File: config.mk
export PLATFORM = sky130hd
export DESIGN_NAME = lpd_top
export DESIGN_NICKNAME = d
export VERILOG_FILES = /design/src/core/lpd_pkg.sv /design/src/core/lpd_slow_div.sv /design/src/core/lpd_display_ram.sv /design/src/core/lpd_top.sv
export VERILOG_INCLUDE_DIRS = /design/src /design/src/core
export SDC_FILE = /design/constraint.sdc
export NUM_CORES = 1
export LEC_CHECK = 0
export BUFFER_PORTS_ARGS = -buffer_cell sky130_fd_sc_hd__buf_4
export CAP_MARGIN = 25
export CORE_ASPECT_RATIO = 1.25
export CORE_MARGIN = 2
export CORE_UTILIZATION = 51
export DETAILED_ROUTE_END_ITERATION = 8
export GPL_TIMING_DRIVEN = 1
export PLACE_DENSITY = 0.78
export REMOVE_ABC_BUFFERS = 1
export SLEW_MARGIN = 20
export SYNTH_ARGS = -nofsm -noshare
export SYNTH_HDL_FRONTEND = slang
export SYNTH_SLANG_ARGS = --single-unit
export TNS_END_PERCENT = 5
File: constraint.sdc
create_clock -name i_clk -period 5 [get_ports i_clk]
set_input_delay 1 -clock i_clk [delete_from_list [all_inputs] [get_ports i_clk]]
set_output_delay 1 -clock i_clk [all_outputs]
set_load 0.01 [all_outputs]
File: src/core/lpd_defs.svh
// Offsets, field positions, reset values and timing counts of the LCD power block
`ifndef LPD_DEFS_SVH
`define LPD_DEFS_SVH

// ----------------------------------------------------------------
// Register indices (byte address is four times the index)
// ----------------------------------------------------------------
`define LPD_IDX_W 10
`define LPD_IDX_PWR_CTRL 10'h01a
`define LPD_IDX_DP_BASE 10'h200
`define LPD_IDX_DP_LAST 10'h22b

// ----------------------------------------------------------------
// Display RAM geometry
// ----------------------------------------------------------------
`define LPD_DP_STRIDE 8
`define LPD_DP_LINE_BYTES 5
`define LPD_DP_LINES 6
`define LPD_DP_BYTES 40

// ----------------------------------------------------------------
// Power control fields and reset value
// ----------------------------------------------------------------
`define LPD_PWR_RESET 8'h7f
`define LPD_CP_SEL_MSB 2
`define LPD_CP_SEL_LSB 0
`define LPD_PUMP_EN_BIT 3
`define LPD_REG_EN_BIT 4
`define LPD_REG_LVL_MSB 6
`define LPD_REG_LVL_LSB 5
`define LPD_CP_SEL_SLOW_CLOCK_FREQ 3'h7
`define LPD_CP_SEL_TOP_TAP 3'h6

// ----------------------------------------------------------------
// Timing
// ----------------------------------------------------------------
`define LPD_CLK_PERIOD_NS 40
`define LPD_SLOW_CLK_HZ 32768
`define LPD_SLOW_HALF_NS (1000000000 / (2 * `LPD_SLOW_CLK_HZ))
`define LPD_SLOW_HALF_CYC (`LPD_SLOW_HALF_NS / `LPD_CLK_PERIOD_NS)
`define LPD_TAP_STAGES 7

`endif

File: src/core/lpd_pkg.sv
// Types shared by the LCD power and display RAM block
package lpd_pkg;

	// Power control register layout, bit 7 reserved
	typedef struct packed
	{
		logic rsvd;
		logic [1:0] reg_level;
		logic reg_en;
		logic pump_en;
		logic [2:0] cp_sel;
	} lpd_pwr_ctrl_t;

	// One display RAM write, storage index and byte
	typedef struct packed
	{
		logic en;
		logic [5:0] addr;
		logic [7:0] data;
	} lpd_dp_wr_t;

	// Bus slave handshake states
	typedef enum logic [1:0]
	{
		ST_IDLE = 2'b01,
		ST_ACK = 2'b10
	} lpd_bus_st_t;

endpackage

File: src/core/lpd_slow_div.sv
// Slow clock generator and its binary divider chain
`timescale 1ns/10ps
`include "lpd_defs.svh"
module lpd_slow_div
#(
	parameter int HALF_CYC = `LPD_SLOW_HALF_CYC,
	parameter int STAGES = `LPD_TAP_STAGES
)
(
	input wire logic i_clk,
	input wire logic i_rst_n,
	output logic o_slow_clk,
	output logic [STAGES-1:0] o_taps
);

	// Half period counter of the slow clock
	logic [9:0] half_cnt_reg;
	// Slow clock level
	logic slow_reg;
	// Divider chain, stage k runs at slow / 2^(k+1)
	logic [STAGES-1:0] chain_reg;

	// ----------------------------------------------------------------
	// Half period enable pulse
	// ----------------------------------------------------------------
	always_ff @(posedge i_clk)
	begin
		if (!i_rst_n)
			half_cnt_reg <= 10'h000;
		else if (half_cnt_reg == 10'(HALF_CYC - 1))
			half_cnt_reg <= 10'h000;
		else
			half_cnt_reg <= half_cnt_reg + 10'h001;
	end

	// ----------------------------------------------------------------
	// Slow clock level and chain, chain steps on slow rising edge
	// ----------------------------------------------------------------
	always_ff @(posedge i_clk)
	begin
		if (!i_rst_n)
		begin
			slow_reg <= 1'b0;
			chain_reg <= '0;
		end
		else if (half_cnt_reg == 10'(HALF_CYC - 1))
		begin
			slow_reg <= ~slow_reg;
			// Count on the low-to-high turn only
			if (!slow_reg)
				chain_reg <= chain_reg + STAGES'(1);
		end
	end

	assign o_slow_clk = slow_reg;
	assign o_taps = chain_reg;

endmodule

File: src/core/lpd_display_ram.sv
// Display RAM storage with a flat view of every byte for the panel
`timescale 1ns/10ps
`include "lpd_defs.svh"
module lpd_display_ram
	import lpd_pkg::*;
#(
	parameter int DEPTH = `LPD_DP_BYTES
)
(
	input wire logic i_clk,
	input wire lpd_dp_wr_t i_wr,
	output logic [DEPTH*8-1:0] o_bytes
);

	// Storage; no reset, contents are undefined until software fills them
	logic [7:0] mem_reg [DEPTH];

	// ----------------------------------------------------------------
	// Write port
	// ----------------------------------------------------------------
	always_ff @(posedge i_clk)
	begin
		if (i_wr.en)
			mem_reg[i_wr.addr] <= i_wr.data;
	end

	// ----------------------------------------------------------------
	// Every byte visible at once, no latching stage in between
	// ----------------------------------------------------------------
	always_comb
	begin
		for (int i = 0; i < DEPTH; i++)
			o_bytes[i*8 +: 8] = mem_reg[i];
	end

endmodule

File: src/core/lpd_top.sv
// LCD power control register and display RAM behind an Avalon-MM slave
//
// Notes on behaviour
// - Bits 2:0 pick pump clock, reset 111
// - Codes 000-110 divide slow clock 128..2
// - Bit 3 enables charge pump, reset on
// - Bit 4 enables regulator, reset on
// - Bits 6:5 regulator level, reset 11
// - Power control at index 1A, read/write
// - Each common line strides eight bytes
// - Six lines, last valid index 22B
// - RAM writes reach panel immediately
`timescale 1ns/10ps
`include "lpd_defs.svh"
module lpd_top
	import lpd_pkg::*;
#(
	parameter int LINES = `LPD_DP_LINES,
	parameter int LINE_BYTES = `LPD_DP_LINE_BYTES,
	parameter int DP_BYTES = `LPD_DP_BYTES,
	parameter int HALF_CYC = `LPD_SLOW_HALF_CYC
)
(
	input wire logic i_clk,
	input wire logic i_rst_n,
	input wire logic [11:0] i_avs_address,
	input wire logic i_avs_read,
	input wire logic i_avs_write,
	input wire logic [31:0] i_avs_writedata,
	input wire logic [3:0] i_avs_byteenable,
	output logic [31:0] o_avs_readdata,
	output logic o_avs_waitrequest,
	output logic o_pump_clk,
	output logic o_pump_en,
	output logic o_reg_en,
	output logic [1:0] o_reg_level,
	output logic [DP_BYTES*8-1:0] o_panel_data
);

	// ----------------------------------------------------------------
	// Declarations
	// ----------------------------------------------------------------
	// Bus handshake state
	lpd_bus_st_t st_reg;
	lpd_bus_st_t st_next;
	// Power control register
	lpd_pwr_ctrl_t pwr_reg;
	// Registered read data
	logic [31:0] rdata_reg;
	// Registered pump clock output
	logic pump_clk_reg;
	// Word index taken from the byte address
	logic [`LPD_IDX_W-1:0] idx;
	// Request present on the bus
	logic req;
	// Display RAM decode of the current index
	logic dp_hit;
	logic [5:0] dp_addr;
	// Byte picked for a read
	logic [7:0] rd_byte;
	// Display RAM write towards storage
	lpd_dp_wr_t dp_wr;
	// Slow clock and divider taps
	logic slow_clk;
	logic [`LPD_TAP_STAGES-1:0] taps;
	// Pump clock before the enable gate
	logic pump_sel;

	// ----------------------------------------------------------------
	// Display RAM decode
	// ----------------------------------------------------------------
	// Returns {hit, storage index}; columns past the fifth byte are holes
	function automatic logic [6:0] dp_decode(input logic [`LPD_IDX_W-1:0] i);
		logic [`LPD_IDX_W-1:0] off;
		logic [2:0] line;
		logic [2:0] col;
		logic hit;
		off = i - `LPD_IDX_DP_BASE;
		line = off[5:3];
		col = off[2:0];
		hit = (i >= `LPD_IDX_DP_BASE) && (i <= `LPD_IDX_DP_LAST)
			&& (col < 3'(LINE_BYTES)) && (line < 3'(LINES));
		return {hit, 6'(line) * 6'(LINE_BYTES) + 6'(col)};
	endfunction

	assign idx = i_avs_address[11:2];
	assign req = i_avs_read | i_avs_write;

	// Stride of eight per line, five stored bytes each, four on the last line
	// Nothing answers past the last valid index
	always_comb
	begin
		{dp_hit, dp_addr} = dp_decode(idx);
	end

	// ----------------------------------------------------------------
	// Bus handshake: one wait state, then the answer
	// ----------------------------------------------------------------
	// Next state of the handshake
	always_comb
	begin
		st_next = st_reg;
		unique case (st_reg)
			// A fresh request always gets one wait state
			ST_IDLE:
				if (req)
					st_next = ST_ACK;
			// Answer cycle, always back to idle
			ST_ACK:
				st_next = ST_IDLE;
		endcase
	end

	// State register
	always_ff @(posedge i_clk)
	begin
		if (!i_rst_n)
			st_reg <= ST_IDLE;
		else
			st_reg <= st_next;
	end

	// Waitrequest drops in the answer cycle only
	assign o_avs_waitrequest = req && (st_reg == ST_IDLE);

	// ----------------------------------------------------------------
	// Read path
	// ----------------------------------------------------------------
	// Byte from the register or the panel image; holes read zero
	always_comb
	begin
		rd_byte = 8'h00;
		if (idx == `LPD_IDX_PWR_CTRL)
			rd_byte = {1'b0, pwr_reg[6:0]};
		else if (dp_hit)
			rd_byte = o_panel_data[dp_addr*8 +: 8];
	end

	// Captured in the wait state so the answer comes from a flop
	always_ff @(posedge i_clk)
	begin
		if (!i_rst_n)
			rdata_reg <= 32'h0000_0000;
		else if (st_reg == ST_IDLE && i_avs_read)
			rdata_reg <= {24'h00_0000, rd_byte};
	end

	assign o_avs_readdata = rdata_reg;

	// ----------------------------------------------------------------
	// Power control register
	// ----------------------------------------------------------------
	// Written at the answer edge; only lane 0 carries data
	always_ff @(posedge i_clk)
	begin
		if (!i_rst_n)
			pwr_reg <= `LPD_PWR_RESET;
		else if (st_reg == ST_ACK && i_avs_write && i_avs_byteenable[0]
			&& idx == `LPD_IDX_PWR_CTRL)
		begin
			// Reserved bit stays zero
			pwr_reg <= {1'b0, i_avs_writedata[6:0]};
		end
	end

	// Level fields straight to the analog side
	assign o_pump_en = pwr_reg.pump_en;
	assign o_reg_en = pwr_reg.reg_en;
	assign o_reg_level = pwr_reg.reg_level;

	// ----------------------------------------------------------------
	// Display RAM
	// ----------------------------------------------------------------
	// Write goes straight into the storage that feeds the panel
	always_comb
	begin
		dp_wr.en = (st_reg == ST_ACK) && i_avs_write && i_avs_byteenable[0]
			&& dp_hit;
		dp_wr.addr = dp_addr;
		dp_wr.data = i_avs_writedata[7:0];
	end

	// Storage and panel image
	lpd_display_ram #(
		.DEPTH(DP_BYTES)
	) u_display_ram (
		.i_clk(i_clk),
		.i_wr(dp_wr),
		.o_bytes(o_panel_data)
	);

	// ----------------------------------------------------------------
	// Charge pump clock
	// ----------------------------------------------------------------
	// Slow clock and its divider chain
	lpd_slow_div #(
		.HALF_CYC(HALF_CYC),
		.STAGES(`LPD_TAP_STAGES)
	) u_slow_div (
		.i_clk(i_clk),
		.i_rst_n(i_rst_n),
		.o_slow_clk(slow_clk),
		.o_taps(taps)
	);

	// Code 111 is the raw slow clock, lower codes take deeper taps
	always_comb
	begin
		if (pwr_reg.cp_sel == `LPD_CP_SEL_SLOW_CLOCK_FREQ)
			pump_sel = slow_clk;
		else
			pump_sel = taps[`LPD_CP_SEL_TOP_TAP - pwr_reg.cp_sel];
	end

	// Registered so the pin never glitches on a code change
	always_ff @(posedge i_clk)
	begin
		if (!i_rst_n)
			pump_clk_reg <= 1'b0;
		else
			pump_clk_reg <= pump_sel && pwr_reg.pump_en;
	end

	assign o_pump_clk = pump_clk_reg;

	// ----------------------------------------------------------------
	// Checks
	// ----------------------------------------------------------------
	// Byte of line/column in the panel image
	function automatic logic [7:0] panel_byte(input logic [5:0] a);
		return o_panel_data[a*8 +: 8];
	endfunction

	// Answer cycle of a write
	logic wr_ack;
	logic rd_ack;
	assign wr_ack = i_avs_write && !o_avs_waitrequest;
	assign rd_ack = i_avs_read && !o_avs_waitrequest;

	property p_cp_reset;
		@(posedge i_clk) disable iff (!i_rst_n)
		$rose(i_rst_n) |-> pwr_reg.cp_sel == 3'h7 ##1 pwr_reg.cp_sel == 3'h7
			|| $past(wr_ack);
	endproperty
	a_cp_reset: assert property (p_cp_reset)
		else $error("pump clock select not 111 after reset");

	property p_tap_div128;
		@(posedge i_clk) disable iff (!i_rst_n)
		(pwr_reg.cp_sel == 3'h0 && pwr_reg.pump_en && $stable(pwr_reg))
			|=> o_pump_clk == $past(taps[6]);
	endproperty
	a_tap_div128: assert property (p_tap_div128)
		else $error("code 000 does not follow the deepest tap");

	property p_pump_reset;
		@(posedge i_clk) disable iff (!i_rst_n)
		$rose(i_rst_n) |-> o_pump_en && o_reg_en;
	endproperty
	a_pump_reset: assert property (p_pump_reset)
		else $error("pump or regulator off after reset");

	property p_reg_en_write;
		@(posedge i_clk) disable iff (!i_rst_n)
		(wr_ack && idx == 10'h01a && i_avs_byteenable[0])
			|=> o_reg_en == $past(i_avs_writedata[4]);
	endproperty
	a_reg_en_write: assert property (p_reg_en_write)
		else $error("regulator enable did not take bit 4");

	property p_level_reset;
		@(posedge i_clk) disable iff (!i_rst_n)
		$rose(i_rst_n) |-> o_reg_level == 2'h3;
	endproperty
	a_level_reset: assert property (p_level_reset)
		else $error("regulator level not 11 after reset");

	property p_pwr_readback;
		@(posedge i_clk) disable iff (!i_rst_n)
		(i_avs_read && o_avs_waitrequest && idx == 10'h01a)
			|=> o_avs_readdata == {25'h0, pwr_reg[6:0]} && !o_avs_waitrequest;
	endproperty
	a_pwr_readback: assert property (p_pwr_readback)
		else $error("power control read back wrong");

	property p_hole_reads_zero;
		@(posedge i_clk) disable iff (!i_rst_n)
		(rd_ack && idx >= 10'h200 && idx[2:0] > 3'h4)
			|-> o_avs_readdata == 32'h0;
	endproperty
	a_hole_reads_zero: assert property (p_hole_reads_zero)
		else $error("stride hole answered with data");

	property p_past_last_zero;
		@(posedge i_clk) disable iff (!i_rst_n)
		(rd_ack && idx > 10'h22b) |-> o_avs_readdata == 32'h0;
	endproperty
	a_past_last_zero: assert property (p_past_last_zero)
		else $error("index past display RAM answered with data");

	property p_panel_now;
		@(posedge i_clk) disable iff (!i_rst_n)
		(wr_ack && i_avs_byteenable[0] && dp_hit)
			|=> panel_byte($past(dp_addr)) == $past(i_avs_writedata[7:0]);
	endproperty
	a_panel_now: assert property (p_panel_now)
		else $error("display RAM write not on panel next cycle");

	property p_pump_off_low;
		@(posedge i_clk) disable iff (!i_rst_n)
		!o_pump_en [*2] |-> !o_pump_clk;
	endproperty
	a_pump_off_low: assert property (p_pump_off_low)
		else $error("pump clock moves while pump disabled");

endmodule

### Word-level counts from Yosys, hierarchy flattened

Memories as Yosys holds them, arrays and structs flattened.
Cells that the tools add are included.

* register bits after elaboration: 36
* input port bits: 52
* memories kept: 1
* output and inout bits: 358
* memory bits (writable): 320

* multipliers: 1
* bitwise operators: 3
* reduce and logical (&&, ||, !) cells: 12
* equal/unequal tests: 6
* order comparisons: 5
* add/sub/neg operators: 5
* muxes and demuxes: 9
* shift-type cells: 1

Memory list
* u_display_ram.mem_reg: words 40, bits a word 8, rd ports 40, clocked after memory_dff 0, wr ports 1, line lpd_display_ram.sv:16 `logic [7:0] mem_reg [DEPTH];`

Operators with widths (number)
* variable part select 320 x 10 -> 8 bit: 1
* 2-to-1 mux 8 bit: 2
* adder 10 x 1 -> 10 bit, second input constant: 1
* equality test 10 x 5 -> 1 bit, second input constant: 1
* equality test 10 x 9 -> 1 bit, second input constant: 1
* greater-or-equal comparator 10 bit, second input constant: 1
* <= comparator 10 bit, second input constant: 1
* logical AND 1 bit: 10
* adder 7 x 1 -> 7 bit, second input constant: 1
* adder 6 x 3 -> 6 bit: 1
* less-than comparator 3 bit, second input constant: 2
* multiplier 3 x 3 -> 6 bit, second input constant: 1
* subtractor 6 x 1 -> 6 bit, second input constant: 1
* less-than comparator 3 x 4 -> 1 bit, second input constant: 1
* 2-to-1 mux 1 bit: 4
* case mux 2 bit (2 select lines): 1
* binary-select mux 1 bit (select 3 bit): 1
* equality test 3 bit, second input constant: 1
* subtractor 3 bit, first input constant: 1
* equality test 2 x 1 -> 1 bit, second input constant: 1
* equality test 2 bit, second input constant: 1
* 2-to-1 mux 2 bit: 1
* != test 2 bit, second input constant: 1
* NOT 1 bit: 2
* 3 further kinds: 3

### Longest topological paths before layout

* depth after elaboration: 7
* depth in mapped cells: 10

### Modules after synthesis

A second synthesis with hierarchy kept.

* cell total of the unflattened synthesis: 820
* area, all modules: 14904.3 µm²

By module, submodules not included
* lpd_display_ram: seq. area each 9609.2 µm², instances 1, area an instance 9972.1 µm², cells each 384
* lpd_top: seq. area each 360.3 µm², instances 1, area an instance 4048.9 µm², cells each 345
* lpd_slow_div: seq. area each 360.3 µm², instances 1, area an instance 883.3 µm², cells each 91

### Worst setup path before layout

Ideal clock, no wire load.

* kind: input-to-reg
* from: in i_avs_address[5]
* to: mem u_display_ram.mem_reg[6][0] (enable)
* setup slack: 1.160 ns
* arrival: 3.469 ns
* stages on the path: 9
* cell sequence: ha_1 ha_1 fa_1 or4_1 o21ai_2 nand2b_1 buf_2 clkbuf_1 nor2_1

* word-level cells in the longest chain between the ends: 7

RTL lines
* from (decl): line lpd_top.sv:26 `input wire logic [11:0] i_avs_address,`
* branches (longest 7 deep; another with subtractor 6 x 1 -> 6 bit)
* to (decl): line lpd_display_ram.sv:16

Parallel ways; which one is timed is not known.

### Final worst setup path

* from: in i_avs_address[5]
* to: reg rdata_reg[3], in the netlist o_avs_readdata[3]

* word-level cells in the longest chain between the ends: 6

RTL lines
* subtractor 6 x 1 -> 6 bit (no source line), or another cell as far along
* multiplier 3 x 3 -> 6 bit / logical AND 1 bit (equally long branches): line lpd_top.sv:83, lpd_top.sv:81
* adder 6 x 3 -> 6 bit / logical AND 1 bit (equally long branches): line lpd_top.sv:83, lpd_top.sv:81
* variable part select 320 x 10 -> 8 bit / logical AND 1 bit (equally long branches): line lpd_top.sv:136, lpd_top.sv:81
* 2-to-1 mux 8 bit: line lpd_top.sv:135 `else if (dp_hit)`
* 2-to-1 mux 8 bit (*): line lpd_top.sv:133 `` if (idx == `LPD_IDX_PWR_CTRL) ``
* to (signal assigned): line lpd_top.sv:145 `rdata_reg <= {24'h00_0000, rd_byte};`
* to (decl): line lpd_top.sv:49 `logic [31:0] rdata_reg;`

Mark *: on every way between the ends. The rest lies on a longest branch, timed or not.
A chain may end at the register's enable or synchronous reset.

==> run metrics <==
Peak Freq 255 MHz; critical path type primary input to register; Final Hold Fails 0; clock sinks 356; Vias/cell 5.92; Mean Syn Cell Area 18.3 µm²; hold buffer count at CTS 0; first-pass GRT wire length 61800 µm; CP endpoint kind register; worst hold margin 472 ps; Root Driver clkbuf_16; Final setup viols 0; Initial Util 51.9%; worst vdd ir 0.000344 V; Placed Area 17900 µm²; Cell variety after synth 70; CTS Buffer Depth 3; number of global-route vias before repair 9333; final WL 43400 µm; pin count of the biggest net entering global routing 49; MaxCap Viol Count 0; CP Launch Type primary input; worst relative slew slack 38.4%; WL met1 15700 µm; Ys Warns 0; RD Place Congestion 0.828; Post-synth top flop edfxtp_1; Clock Latency Late Sink 530 ps; Worst EP arrival 4320 ps; #FFs+latches synth 356; drt first pass iters 5; DR WL met2 21900 µm; run status complete, no violations; IO Pins 410; total power 6.53 mW; Pleak 7.06 nW; # DRC 0; initial drt markers 759; GRT Total Usage 28.2%; worst-path maximum fanout 40; Final Core Density 66.7%; post-synthesis instance area 14800 µm²; min Tclk post-route 3920 ps; total CTS buffers 35; core area 28500 µm²; number of synthesized flops with an enable pin 320; uppermost layer routed met4; WL per Instance 27.3 µm; HPWL Detailed 30400 µm; RSZ-0062 raised after global routing no; Antenna Cells 0; Hold WC Path Type register to register; grt total ovfl 0; Seq/Total Area, Yosys 69.9%; Max H-tree Level 2; Worst Tran Pin Value 921 ps; CTS tree done; I/O Buffers 356; initial antenna violation count 0; Die Height 194 µm; area share of the largest cell type after synthesis 65.0%; max reg flops 320; nets 1278; Post-CTS Setup Bufs 0; share of layout cells above drive strength 1 45.2%; Cells after Synth 806; Routed Antenna Nets 0; ranking of synthesized cells by area edfxtp_1, mux4_2, dfxtp_1; Layout Skew 20.4 ps; # rows 69; finished layout cell area 19000 µm²; Final period util 78.5%; Slew Limit Fails 0; area grow syn2layout 28.6%; Worst-path clk slew 60 ps; Required @ worst endpoint 5390 ps; fraction of registers with async set/reset 0%; Post-CTS Resized 0; die area 30400 µm²; Pwr Density 343 nW/µm²; Yosys top cell by area edfxtp_1; vias 9397; met3 WL 3630 µm; die outline width 156 µm
## layout by cell type, fill, tap and decap left out, drive strengths merged, types with 4 or more instances in the layout
| cell | instances |
|---|---|
| a211oi | 11 |
| a21oi | 5 |
| a22o | 6 |
| and2 | 4 |
| buf | 405 |
| clkbuf | 49 |
| clkinv | 6 |
| conb | 24 |
| dfxtp | 36 |
| edfxtp | 320 |
| ha | 14 |
| inv | 9 |
| mux2 | 18 |
| mux2i | 22 |
| mux4 | 81 |
| nand2 | 28 |
| nand2b | 7 |
| nand3 | 9 |
| nor2 | 66 |
| nor2b | 11 |
| nor3 | 4 |
| o21ai | 26 |
| o22ai | 7 |
| o31ai | 4 |
| or3 | 5 |
| xnor2 | 5 |
| xor2 | 8 |
## cell type report
class,count,area (µm²)
clock buffers,49,981
well taps,355,444
clock inverters,9,95.1
flip-flops and latches,356,10300
repair buffers,405,3050
inverters,9,36.3
fillers,1920,9480
multi-input cells,404,4070
## where the power goes
group | internal (mW) | switching [mW] | leakage (nW) | total, mW
Combinational | 0.327 | 0.442 | 3.37 | 0.769
Clock | 1.47 | 1.04 | 0.517 | 2.51
Sequential | 3.24 | 0.00392 | 3.17 | 3.25
## per-layer routing
| metal | GRT usage, % | vias up |
|---|---|---|
| met5 | 0 | - |
| met4 | 12.9 | 0 |
| li1 | - | 3988 |
| met2 | 47.1 | 529 |
| met3 | 6.02 | 103 |
| met1 | 35.5 | 4777 |
## metrics by stage
step / std cells / worst slack, ps / setup TNS, ps
5_1_grt: 1587 / 1000 / 0
3_3_place_gp: 1528 / 590 / 0
4_1_cts: 1586 / 1120 / 0
3_5_place_dp: 1528 / 566 / 0
6_report: 1587 / 1080 / 0
2_1_floorplan: 769 / -184 / -20720
## Yosys cell counts, types with 2 or more instances
cell type / count
mux2i_1: 22
and3_1: 3
mux2_2: 18
buf_6: 6
nand4_1: 3
xor2_1: 8
o22ai_1: 7
a22oi_2: 2
buf_2: 17
o211ai_1: 2
o221ai_1: 3
nor3_1: 3
or4b_1: 2
buf_4: 29
ha_1: 14
o21ai_1: 13
clkbuf_1: 3
nor2_1: 64
xnor2_1: 5
buf_12: 3
and2_1: 2
nor2_8: 2
mux4_2: 72
nand2_1: 28
mux4_1: 9
a211oi_1: 10
o41ai_1: 3
a21oi_1: 4
a21o_1: 2
and2_0: 2
edfxtp_1: 320
or3_1: 4
inv_1: 8
a22o_1: 6
o31ai_1: 2
nand2b_1: 7
dfxtp_1: 36
nand3_1: 9
o21ai_0: 12
nor2b_1: 11
## kinds of logic after synthesis
| family | count (synthesis) | synth area share, % |
|---|---|---|
| compound gates | 77 | 3.77 |
| xor+xnor | 13 | 0.770 |
| fa+ha+maj | 15 | 1.32 |
| buf+inv | 69 | 3.39 |
| flops | 356 | 69.9 |
| mux | 121 | 15.4 |
| other cells | 1 | 0.0254 |
| simple gates | 154 | 5.40 |
## worst max-delay path: stages
cell	delay, ps
buf_4	140
ha_1	290
ha_1	310
fa_4	1010
buf_12	310
mux4_2	390
mux2_2	310
o21ai_0	380
o41ai_1	130
## path summary, 6_finish.rpt
| path | startpoint | to | slack, ps | depth (start not counted) |
|---|---|---|---|---|
| max | i_avs_address[5] | o_avs_readdata[3] | 1080 | 9 |
| min | u_slow_div.half_cnt_reg[0] | u_slow_div.half_cnt_reg[0] | 470 | 1 |
| max reg2reg | st_reg[0] | u_display_ram.mem_reg[0][0] | 1990 | 4 |
| min reg2reg | u_slow_div.half_cnt_reg[0] | u_slow_div.half_cnt_reg[0] | 470 | 1 |
Note: power is estimated with default switching activity, not from simulation.
